===== config.mk =====
export PLATFORM = sky130hd
export DESIGN_NAME = fsp_status_protect
export DESIGN_NICKNAME = d
export VERILOG_FILES = /design/src/include/fsp_pkg.sv /design/src/verilog/fsp_status_protect.sv
export SDC_FILE = /design/constraint.sdc
export NUM_CORES = 1
export LEC_CHECK = 0
export BUFFER_PORTS_ARGS = -buffer_cell sky130_fd_sc_hd__buf_2
export CAP_MARGIN = 20
export CORE_MARGIN = 3
export CORE_UTILIZATION = 35
export DETAILED_ROUTE_END_ITERATION = 12
export SLEW_MARGIN = 15
export SYNTH_ARGS = -nofsm -noshare
export SYNTH_HDL_FRONTEND = slang
export SYNTH_SLANG_ARGS = --single-unit

===== constraint.sdc =====
create_clock -name core_clk -period 4.2 [get_ports core_clk]
set_input_delay 0.84 -clock core_clk [delete_from_list [all_inputs] [get_ports core_clk]]
set_output_delay 0.84 -clock core_clk [all_outputs]
set_load 0.005 [all_outputs]

===== src/include/fsp_pkg.sv =====
// Constants and carrier types for the flash status/protect/ident block.
// Assumes a 50 MHz core clock and a 32-bit AXI4-Lite register bus.
package fsp_pkg;

   // ---------------------------------------------------------------
   // Serial command opcodes
   // ---------------------------------------------------------------
   localparam logic [7:0] OP_WRITE_DISABLE = 8'h04;
   localparam logic [7:0] OP_WRITE_ENABLE = 8'h06;
   localparam logic [7:0] OP_STATUS_ARM = 8'h50;
   localparam logic [7:0] OP_STATUS_WRITE = 8'h01;
   localparam logic [7:0] OP_JEDEC_ID = 8'h9f;
   localparam logic [7:0] OP_LEGACY_ID_A = 8'h90;
   localparam logic [7:0] OP_LEGACY_ID_B = 8'hab;

   // ---------------------------------------------------------------
   // Register map (byte addresses) and field positions
   // ---------------------------------------------------------------
   localparam logic [7:0] REG_STATUS = 8'h00;
   localparam logic [7:0] REG_IDENT = 8'h04;
   localparam logic [7:0] REG_CTRL = 8'h08;
   localparam int CTRL_PROG = 0;
   localparam int CTRL_AUTO_INC = 1;
   localparam int ST_ARMED = 8;
   localparam logic [1:0] RESP_OKAY = 2'h0;
   localparam logic [1:0] RESP_SLVERR = 2'h2;

   // Identification bytes after reset; values are arbitrary
   localparam logic [7:0] MANUF_CODE_RESET = 8'h5a;
   localparam logic [7:0] MEM_TYPE_RESET = 8'h3c;
   localparam logic [7:0] CAPACITY_RESET = 8'h14;

   // ---------------------------------------------------------------
   // Timing
   // ---------------------------------------------------------------
   localparam int CLK_PERIOD_NS = 20;
   localparam int BYTE_PROG_NS = 10000;
   localparam int BYTE_PROG_CYC = BYTE_PROG_NS / CLK_PERIOD_NS;
   localparam int BUSY_W = 10;

   // ---------------------------------------------------------------
   // Carrier types
   // ---------------------------------------------------------------
   typedef struct packed {
      logic lock;
      logic autoInc;
      logic [3:0] protect;
      logic wrEnLatch;
      logic busy;
   } fsp_status_t;

   typedef struct packed {
      logic [7:0] capacity;
      logic [7:0] memType;
      logic [7:0] manuf;
   } fsp_ident_t;

   typedef enum logic [2:0] {
      MODE_CMD = 3'b001,
      MODE_JEDEC = 3'b010,
      MODE_LEGACY = 3'b100
   } fsp_mode_t;

endpackage


===== src/verilog/fsp_status_protect.sv =====
// Serial flash command decoder: write disable/enable, guarded status
// write with lock-down pin, and the two identification readouts.
// Assumes SPI mode 0 pins from outside, sampled by core_clk, which must
// run well above four times the serial clock; registers on AXI4-Lite.
//
// Added by the designer: the AXI4-Lite slave port and the address map.
`timescale 1ns/10ps

// Overview of operation
// - Write disable clears write-enable latch and auto-increment flag.
// - Write disable leaves a running byte program to finish.
// - Write disable acts only at the chip-enable rising edge.
// - Arm command enables the status write that must follow next.
// - Status write loads four protect bits and lock from data byte.
// - Status write commits only at the ending chip-enable rise.
// - Status write ignored when protect pin low and lock set.
// - With protect pin low, lock may go 0 to 1 only.
// - With protect pin high, lock and protect bits all writable.
// - Permission judged from lock and pin before the ending edge.
// - One allowed write may set lock and protect bits together.
// - Opcode 9fh returns maker byte, memory type, capacity.
// - Raising chip enable ends readout and releases the output.
// - Opcodes 90h and abh start legacy ident with 24-bit address.
// - Legacy ident: address 0 maker, 1 device code, alternating.
// - Write disable decoded from opcode 04h.
// - Write enable also arms status write; latch cleared at its end.
module fsp_status_protect (
   input wire logic core_clk,
   input wire logic rst,
   input wire logic ceN,
   input wire logic sck,
   input wire logic si,
   input wire logic wpN,
   output logic soOut,
   output logic soOe,
   input wire logic awvalid,
   output logic awready,
   input wire logic [7:0] awaddr,
   input wire logic wvalid,
   output logic wready,
   input wire logic [31:0] wdata,
   input wire logic [3:0] wstrb,
   output logic bvalid,
   input wire logic bready,
   output logic [1:0] bresp,
   input wire logic arvalid,
   output logic arready,
   input wire logic [7:0] araddr,
   output logic rvalid,
   input wire logic rready,
   output logic [31:0] rdata,
   output logic [1:0] rresp
);

   // ---------------------------------------------------------------
   // Pin synchronisers and edge detection
   // ---------------------------------------------------------------
   logic ceS1, ceS2, ceDly, sckS1, sckS2, sckDly, siS1, siS2, wpS1, wpS2;
   logic ceRise, sckRise, sckFall, byteDone, cmdEnd, writeFire;
   logic [7:0] nextByte;

   // Two flops per pin; edges only look at the second stage onward
   always_ff @(posedge core_clk) begin
      if (rst) begin
         {ceS1, ceS2, ceDly} <= 3'h7;
         {sckS1, sckS2, sckDly} <= 3'h0;
         {siS1, siS2, wpS1, wpS2} <= 4'h0;
      end else begin
         {ceS1, ceS2, ceDly} <= {ceN, ceS1, ceS2};
         {sckS1, sckS2, sckDly} <= {sck, sckS1, sckS2};
         {siS1, siS2, wpS1, wpS2} <= {si, siS1, wpN, wpS1};
      end
   end

   assign ceRise = ceS2 && !ceDly;
   assign sckRise = sckS2 && !sckDly && !ceS2;
   assign sckFall = !sckS2 && sckDly && !ceS2;

   // ---------------------------------------------------------------
   // Serial input framing
   // ---------------------------------------------------------------
   logic [2:0] bitCnt, byteCnt;
   logic [7:0] shiftIn, opcode, dataByte;

   assign nextByte = {shiftIn[6:0], siS2};
   assign byteDone = sckRise && bitCnt == 3'h7;
   // Partial bytes never count as a command
   assign cmdEnd = ceRise && bitCnt == 3'h0 && byteCnt != 3'h0;

   // Bit and byte counters restart whenever chip enable is high
   always_ff @(posedge core_clk) begin
      if (rst || ceS2) begin
         bitCnt <= 3'h0;
         byteCnt <= 3'h0;
         shiftIn <= 8'h00;
      end else if (sckRise) begin
         shiftIn <= nextByte;
         bitCnt <= bitCnt + 3'h1;
         if (bitCnt == 3'h7 && byteCnt != 3'h7) begin
            byteCnt <= byteCnt + 3'h1;
         end
      end
   end

   // Opcode and status data byte capture
   always_ff @(posedge core_clk) begin
      if (rst) begin
         opcode <= 8'h00;
         dataByte <= 8'h00;
      end else if (byteDone) begin
         if (byteCnt == 3'h0) begin
            opcode <= nextByte;
         end
         if (byteCnt == 3'h1) begin
            dataByte <= nextByte;
         end
      end
   end

   // ---------------------------------------------------------------
   // Status bits and command execution
   // ---------------------------------------------------------------
   localparam int BW = fsp_pkg::BUSY_W;
   logic wrEnLatch, autoInc, lock, armed, autoIncSet, progStart;
   logic [3:0] protect;
   logic [BW-1:0] busyCnt;
   fsp_pkg::fsp_status_t statusView;

   assign statusView = '{lock: lock, autoInc: autoInc, protect: protect,
      wrEnLatch: wrEnLatch, busy: busyCnt != '0};

   // Commands act only at the rising chip-enable edge
   always_ff @(posedge core_clk) begin
      if (rst) begin
         {wrEnLatch, autoInc, lock, armed} <= 4'h0;
         protect <= 4'h0;
      end else begin
         if (cmdEnd) begin
            unique case (opcode)
               fsp_pkg::OP_WRITE_DISABLE: begin
                  wrEnLatch <= 1'b0;
                  autoInc <= 1'b0;
                  armed <= 1'b0;
               end
               fsp_pkg::OP_WRITE_ENABLE: begin
                  wrEnLatch <= 1'b1;
                  armed <= 1'b1;
               end
               fsp_pkg::OP_STATUS_ARM: armed <= 1'b1;
               fsp_pkg::OP_STATUS_WRITE: begin
                  armed <= 1'b0;
                  wrEnLatch <= 1'b0;
                  // Pin low and lock set refuses; otherwise lock was 0
                  // or the pin is high, so a plain load is safe
                  if (armed && byteCnt >= 3'h2 &&
                      !(!wpS2 && lock)) begin
                     protect <= dataByte[5:2];
                     lock <= dataByte[7];
                  end
               end
               default: armed <= 1'b0;
            endcase
         end
         // Software entry into auto-increment wins over a clear
         if (autoIncSet) begin
            autoInc <= 1'b1;
         end
      end
   end

   // Program timer runs on regardless of write disable
   always_ff @(posedge core_clk) begin
      if (rst) begin
         busyCnt <= '0;
      end else if (progStart && busyCnt == '0) begin
         busyCnt <= BW'(fsp_pkg::BYTE_PROG_CYC);
      end else if (busyCnt != '0) begin
         busyCnt <= busyCnt - 1'b1;
      end
   end

   // ---------------------------------------------------------------
   // Identification readout
   // ---------------------------------------------------------------
   fsp_pkg::fsp_mode_t mode;
   fsp_pkg::fsp_ident_t ident;
   logic [7:0] outShift;
   logic [1:0] outSel;
   logic outActive;

   // Byte reload at rising sck, bit shift at falling sck (mode 0)
   always_ff @(posedge core_clk) begin
      if (rst || ceS2) begin
         mode <= fsp_pkg::MODE_CMD;
         outShift <= 8'h00;
         outSel <= 2'h0;
         outActive <= 1'b0;
         soOut <= 1'b0;
         soOe <= 1'b0;
      end else if (byteDone) begin
         unique case (mode)
            fsp_pkg::MODE_CMD: begin
               if (byteCnt == 3'h0 && nextByte == fsp_pkg::OP_JEDEC_ID) begin
                  mode <= fsp_pkg::MODE_JEDEC;
                  outShift <= ident.manuf;
                  outSel <= 2'h1;
                  outActive <= 1'b1;
               end else if (byteCnt == 3'h0 &&
                  (nextByte == fsp_pkg::OP_LEGACY_ID_A ||
                   nextByte == fsp_pkg::OP_LEGACY_ID_B)) begin
                  mode <= fsp_pkg::MODE_LEGACY;
               end
            end
            fsp_pkg::MODE_JEDEC: begin
               outShift <= outSel == 2'h1 ? ident.memType :
                  outSel == 2'h2 ? ident.capacity : ident.manuf;
               outSel <= outSel == 2'h2 ? 2'h0 : outSel + 2'h1;
            end
            fsp_pkg::MODE_LEGACY: begin
               // Last address byte picks the start, then alternate
               if (byteCnt == 3'h3) begin
                  outShift <= nextByte[0] ? ident.capacity : ident.manuf;
                  outSel <= {1'b0, !nextByte[0]};
                  outActive <= 1'b1;
               end else if (byteCnt > 3'h3) begin
                  outShift <= outSel[0] ? ident.capacity : ident.manuf;
                  outSel <= {1'b0, !outSel[0]};
               end
            end
         endcase
      end else if (sckFall && outActive) begin
         soOut <= outShift[7];
         soOe <= 1'b1;
         outShift <= {outShift[6:0], 1'b0};
      end
   end

   // ---------------------------------------------------------------
   // AXI4-Lite slave
   // ---------------------------------------------------------------
   logic awHeld, wHeld;
   logic [7:0] awAddrQ;
   logic [31:0] wDataQ;
   logic [3:0] wStrbQ;

   assign writeFire = awHeld && wHeld && !bvalid;
   assign autoIncSet = writeFire && awAddrQ == fsp_pkg::REG_CTRL &&
      wStrbQ[0] && wDataQ[fsp_pkg::CTRL_AUTO_INC];
   // A program start needs the write-enable latch
   assign progStart = writeFire && awAddrQ == fsp_pkg::REG_CTRL &&
      wStrbQ[0] && wDataQ[fsp_pkg::CTRL_PROG] && wrEnLatch;

   // Address and data taken in either order, answered after both
   always_ff @(posedge core_clk) begin
      if (rst) begin
         {awready, wready} <= 2'h3;
         {awHeld, wHeld, bvalid} <= 3'h0;
         bresp <= fsp_pkg::RESP_OKAY;
         awAddrQ <= 8'h00;
         wDataQ <= 32'h0;
         wStrbQ <= 4'h0;
      end else begin
         if (awvalid && awready) begin
            awAddrQ <= awaddr;
            awready <= 1'b0;
            awHeld <= 1'b1;
         end
         if (wvalid && wready) begin
            wDataQ <= wdata;
            wStrbQ <= wstrb;
            wready <= 1'b0;
            wHeld <= 1'b1;
         end
         if (writeFire) begin
            bvalid <= 1'b1;
            {awHeld, wHeld} <= 2'h0;
            bresp <= (awAddrQ == fsp_pkg::REG_IDENT ||
               awAddrQ == fsp_pkg::REG_CTRL ||
               awAddrQ == fsp_pkg::REG_STATUS) ?
               fsp_pkg::RESP_OKAY : fsp_pkg::RESP_SLVERR;
         end
         if (bvalid && bready) begin
            bvalid <= 1'b0;
            {awready, wready} <= 2'h3;
         end
      end
   end

   // Ident bytes writable per byte lane; steers the readout
   always_ff @(posedge core_clk) begin
      if (rst) begin
         ident <= '{capacity: fsp_pkg::CAPACITY_RESET,
            memType: fsp_pkg::MEM_TYPE_RESET,
            manuf: fsp_pkg::MANUF_CODE_RESET};
      end else if (writeFire && awAddrQ == fsp_pkg::REG_IDENT) begin
         for (int b = 0; b < 3; b++) begin
            if (wStrbQ[b]) begin
               ident[b*8 +: 8] <= wDataQ[b*8 +: 8];
            end
         end
      end
   end

   // Single-cycle read answer; unmapped reads give zero and an error
   always_ff @(posedge core_clk) begin
      if (rst) begin
         arready <= 1'b1;
         rvalid <= 1'b0;
         rdata <= 32'h0;
         rresp <= fsp_pkg::RESP_OKAY;
      end else if (arvalid && arready) begin
         arready <= 1'b0;
         rvalid <= 1'b1;
         rresp <= fsp_pkg::RESP_OKAY;
         unique case (araddr)
            fsp_pkg::REG_STATUS:
               rdata <= {23'h0, armed, statusView};
            fsp_pkg::REG_IDENT: rdata <= {8'h00, ident};
            fsp_pkg::REG_CTRL: rdata <= {30'h0, autoInc, busyCnt != '0};
            default: begin
               rdata <= 32'h0;
               rresp <= fsp_pkg::RESP_SLVERR;
            end
         endcase
      end else if (rvalid && rready) begin
         rvalid <= 1'b0;
         arready <= 1'b1;
      end
   end
endmodule // fsp_status_protect


After elaboration in Yosys (flattened, before gate mapping)
Cells that the tools add are included.
- output and inout bits: 43
- memory bits (read-only): 0
- memory bits (writable): 0
- latch bits: 0
- bits in registers: 175
- memories: 0
- magnitude comparators: 2
- div/mod/pow operators: 0
- multiplexer cells: 34
- reduce and logical (&&, ||, !) cells: 77
- multiply operators: 0
- equality and inequality tests: 25
- bitwise operators: 1
- shifts and indexed selects: 0
- add/subtract/negate cells: 4
- operators with widths (kind ; number):
    8-bit 2-to-1 mux ; 9
    24-bit one-hot mux with 3 select lines ; 1
    8-bit by 3-bit == test with 1-bit output, second input constant ; 4
    1-bit logical AND ; 29
    8-bit == test, second input constant ; 3
    8-bit one-hot mux with 3 select lines ; 1
    9-bit 2-to-1 mux ; 2
    2-bit AND reduction ; 9
    8-bit by 4-bit == test with 1-bit output, second input constant ; 2
    8-bit zero test ; 2
    2-bit nonzero test ; 8
    2-bit 2-to-1 mux ; 6
    3-bit AND reduction ; 4
    10-bit zero test ; 1
    1-bit 2-to-1 mux ; 10
    10-bit nonzero test ; 1
    2-bit OR reduction ; 5
    10-bit by 1-bit subtractor with 10-bit output, second input constant ; 1
    1-bit zero test ; 9
    3-bit inequality test, second input constant ; 3
    8-bit by 1-bit == test with 1-bit output, second input constant ; 1
    8-bit by 7-bit == test with 1-bit output, second input constant ; 1
    3-bit by 1-bit adder with 3-bit output, second input constant ; 2
    3-bit by 1-bit == test with 1-bit output, second input constant ; 2
    other kinds (18) ; 27

Depth between registers and ports, before layout
- word-level depth: 8
- gate-level depth with buffers: 9

Worst setup path before layout
Ideal clock, no wire load.
- kind: flip-flop to flip-flop
- from: register byteCnt[0]
- to: register protect[1]
- slack: 1855 ps
- required time: 4072 ps
- stages on the path, launching flop included: 10
- arrival time: 2218 ps
- setup time: 128 ps
- cells stage by stage: dfxtp_1 inv_1 ha_1 nor2b_1 buf_6 or4_4 buf_6 nor4_4 mux2i_1 nor2_1
- cells in the longest elaborated chain, start to end: 4
- RTL lines (item ; line ; RTL):
    start, declared ; fsp_status_protect.sv:82 ; logic [2:0] bitCnt, byteCnt;
    start signal, assigned ; fsp_status_protect.sv:100 ; byteCnt <= byteCnt + 3'h1;
    3-bit by 2-bit >= comparator with 1-bit output ; fsp_status_protect.sv:155 ; if (armed && byteCnt >= 3'h2 &&
    1-bit logical AND (2 in series) ; fsp_status_protect.sv:155 ;
    3-bit AND reduction (no source line) * ; n/a ;
    end signal, assigned ; fsp_status_protect.sv:157 ; protect <= dataByte[5:2];
    end, declared ; fsp_status_protect.sv:125 ; logic [3:0] protect;
Every way passes the cells marked *; elsewhere a longest branch is shown, timed or not.
A chain may end at the register's enable or synchronous reset.

Worst setup path after layout
- from: register byteCnt[0]
- to: register outShift[7]
- cells in the longest elaborated chain, start to end: 4
- RTL lines (item ; line ; RTL):
    parallel branches: the longest is 4 deep, another holds 3-bit by 2-bit > comparator with 1-bit output ; n/a ;
    end signal, assigned ; fsp_status_protect.sv:205 ; outShift <= ident.manuf;
    end signal, assigned ; fsp_status_protect.sv:222 ; outShift <= nextByte[0] ? ident.capacity : ident.manuf;
    end signal, assigned ; fsp_status_protect.sv:226 ; outShift <= outSel[0] ? ident.capacity : ident.manuf;
    end, declared ; fsp_status_protect.sv:187 ; logic [7:0] outShift;
Several ways; the timed one is not identified.

==> results.ini <==
[die]
die-area_sq_um=20800
rows=49
initial_utilization_pct=36.4
ios=106
die_w_microns=144
core_sq_um=18400
die_height_microns=144

[critical_path]
path_buf_inv=0
crit_top_cell=ha_1
crit_type=reg -> reg
crit_path_cell_trace=ha_1 -> ha_1 -> mux2i_1 -> a2bb2oi_1 -> o21ai_0 -> a2111oi_0 -> nor3_1
crit_path_max_incr_delay_ns=0.61
startpoint_type=register
required_ns=4.49
endpoint_kind=register
crit_arrival_ns=3.13
slowest_stage=mux2i_1
path_delay_family=compound AO/OA/AOI/OAI gates
crit_path_max_fanout=9

[placement]
port_buffers=86
hpwl_mm=11.0
place_congestion=0.829

[global_routing]
first_global_vias=5067
grt_max_degree=71
grt_overflow=0
grt_pass1_wl_mm=25.6
grt_antenna_before_repair=0
grtUsageTotal_pct=15.4

[clock_network]
h-tree-depth=4
clkTransAtPathRegs_ns=0.07
clock_path_buffers=2
post-cts-setup-buffers=0
cts-root-buf=clkbuf_16
tritoncts=yes
clock-sinks=162
cts_resized=0
numCtsBuffers=17
ctsHoldBuffers=0
clkLatencyLatePin_ns=0.43

[run]
cap_violations=0

[synthesis]
syn_area_sq_um=6690
synthFlopType=dfxtp_1
synth-edff-count=0
synth_top_area_cell=dfxtp_1
synth_area_leaders=dfxtp_1, mux2i_1, nand2_1
ys_ff_latch=162
synth_cell_types=58
yosys-top-cells-count=dfxtp_1, nand2_1, nor2_1
avgSynthCellArea_sq_um=8.75
async_flop_share_pct=0
ys_warn_count=0
postSynthCellCount=765
ys_seq_area_share_pct=48.5
yosysMostFrequentCell=dfxtp_1
synthDominantCellAreaShare_pct=48.5

[detailed_routing]
vias=5438
first_iter_violations=311
wl_per_cell_microns=14.5
ant_nets=0
first_pass_iters=4
wl_mm=15.6
drc_errors=0
viasPerCell=5.05

[layout]
fin_nets=907
insertedDiodeCount=0
area_delta_synth_final_pct=16.9
drive_gt1_share_pct=17.0

[sta]
worstMarginPinSlew_ns=1.08
finClkSkew_ns=0.00828
rsz0062_at_grt=false
final-max-slew-violation-count=0
post-route-period-util_pct=67.7
max_freq_ghz=0.352
slew_headroom_pct=28.0
setup_tns_ns=0
setup_violations=0
final-hold-violation-count=0
fin_crit_ns=2.84

[pwr]
power_per_cell_area_nw_per_um2=453
leakagePower_nw=3.10
ir_drop_v=0.000281
total_power_mw=3.54

[status]
outcome=complete, no violations

[worst_hold_path]
hp-class=reg -> reg

-- state kept, by name, summed over array words and instances, names as in the netlist, 4 cells and up --
| signal | flops |
|---|---|
| dataByte | 5 |
| ident | 24 |
| awAddrQ | 8 |
| protect | 4 |
| opcode | 8 |
| shiftIn | 7 |
| wDataQ | 24 |
| outShift | 8 |
| rdata | 24 |
| busyCnt | 10 |
-- stage by stage --
| stage | setup slack [ns] | hold WS, ns | instance area, sq um | utilization (%) | std cells |
|---|---|---|---|---|---|
| after global placement | 1.40 | 0.406 | 7250 | 39.4 | 1044 |
| after global routing | 1.02 | 0.452 | 7820 | 42.5 | 1076 |
| after CTS | 1.40 | 0.436 | 7820 | 42.5 | 1076 |
| final | 1.36 | 0.427 | 7820 | 42.5 | 1076 |
| after floorplan | 1.85 | 0.389 | 6720 | - | 774 |
| after detailed placement | 1.39 | 0.404 | 7250 | 39.4 | 1044 |
-- area by class of cell --
type                    count  area (sq um)
clock buffers              17           425
clock inverters            15           149
fillers                  1865         10600
inverters                  10          37.5
multi-input cells         553          3220
flip-flops and latches    162          3240
well taps                 229           287
repair buffers             90           463
-- worst register-to-register path, stage by stage, from the launching register on --
cell	delay (ns)
dfxtp_1	0.42
ha_1	0.21
ha_1	0.22
mux2i_1	0.61
a2bb2oi_1	0.54
o21ai_0	0.18
a2111oi_0	0.43
nor3_1	0.09
-- final timing paths --
check / startpoint / endpoint / slack, ns / cells past startpoint
max: byteCnt[0]$_SDFFE_PP0P_ / outShift[7]$_SDFFE_PP0P_ / 1.36 / 7
min: ceS1$_SDFF_PP1_ / ceS2$_SDFF_PP1_ / 0.43 / 1
max reg2reg: byteCnt[0]$_SDFFE_PP0P_ / outShift[7]$_SDFFE_PP0P_ / 1.36 / 7
min reg2reg: ceS1$_SDFF_PP1_ / ceS2$_SDFF_PP1_ / 0.43 / 1
-- cells by family (layout without fill, tap and decap cells) --
| family | count (synthesis) | after routing | share of synthesized area (%) |
|---|---|---|---|
| muxes | 43 | 43 | 6.43 |
| and+or+nand+nor | 333 | 333 | 24.0 |
| buffers and inverters | 59 | 132 | 4.11 |
| AOI/OAI and AO/OA | 154 | 154 | 14.7 |
| adders and majority gates | 10 | 10 | 1.87 |
| xor gates and xnor gates | 3 | 3 | 0.393 |
| DFF | 162 | 162 | 48.5 |
| other | 1 | 10 | 0.0561 |
-- power breakdown --
group / internal, mW / leakage (nW) / switching, mW
clock: 0.834 / 0.288 / 0.672
combinational: 0.161 / 1.50 / 0.210
sequential: 1.61 / 1.32 / 0.0553
total: 2.60 / 3.10 / 0.938
-- routing by layer --
metal | global-route usage (%) | vias to the layer above | routed length [microns] | part of all wire [%]
li1 | - | 2808 | - | -
met1 | 21.1 | 2519 | 7560 | 48
met2 | 23.7 | 97 | 7110 | 45
met3 | 4.27 | 14 | 755 | 4.8
met4 | 5.11 | 0 | 210 | 1.3
met5 | 0 | - | 0 | 0
-- cell usage in the layout, fill, tap and decap left out, types with 6 or more instances in the layout --
master / instances
a21oi_1: 73
nand3_1: 28
and3_1: 13
nor3_1: 21
buf_2: 85
nand3b_1: 7
o21ai_0: 15
a2111oi_0: 7
nor2_1: 97
ha_1: 10
o221ai_1: 7
nor2b_1: 16
mux2i_1: 43
clkbuf_16: 17
a211o_1: 12
or2_2: 7
dfxtp_1: 162
conb_1: 10
a211oi_1: 6
a22oi_1: 15
nand2_1: 104
inv_1: 10
nand2b_1: 8
(Power assumes the default switching activity.)
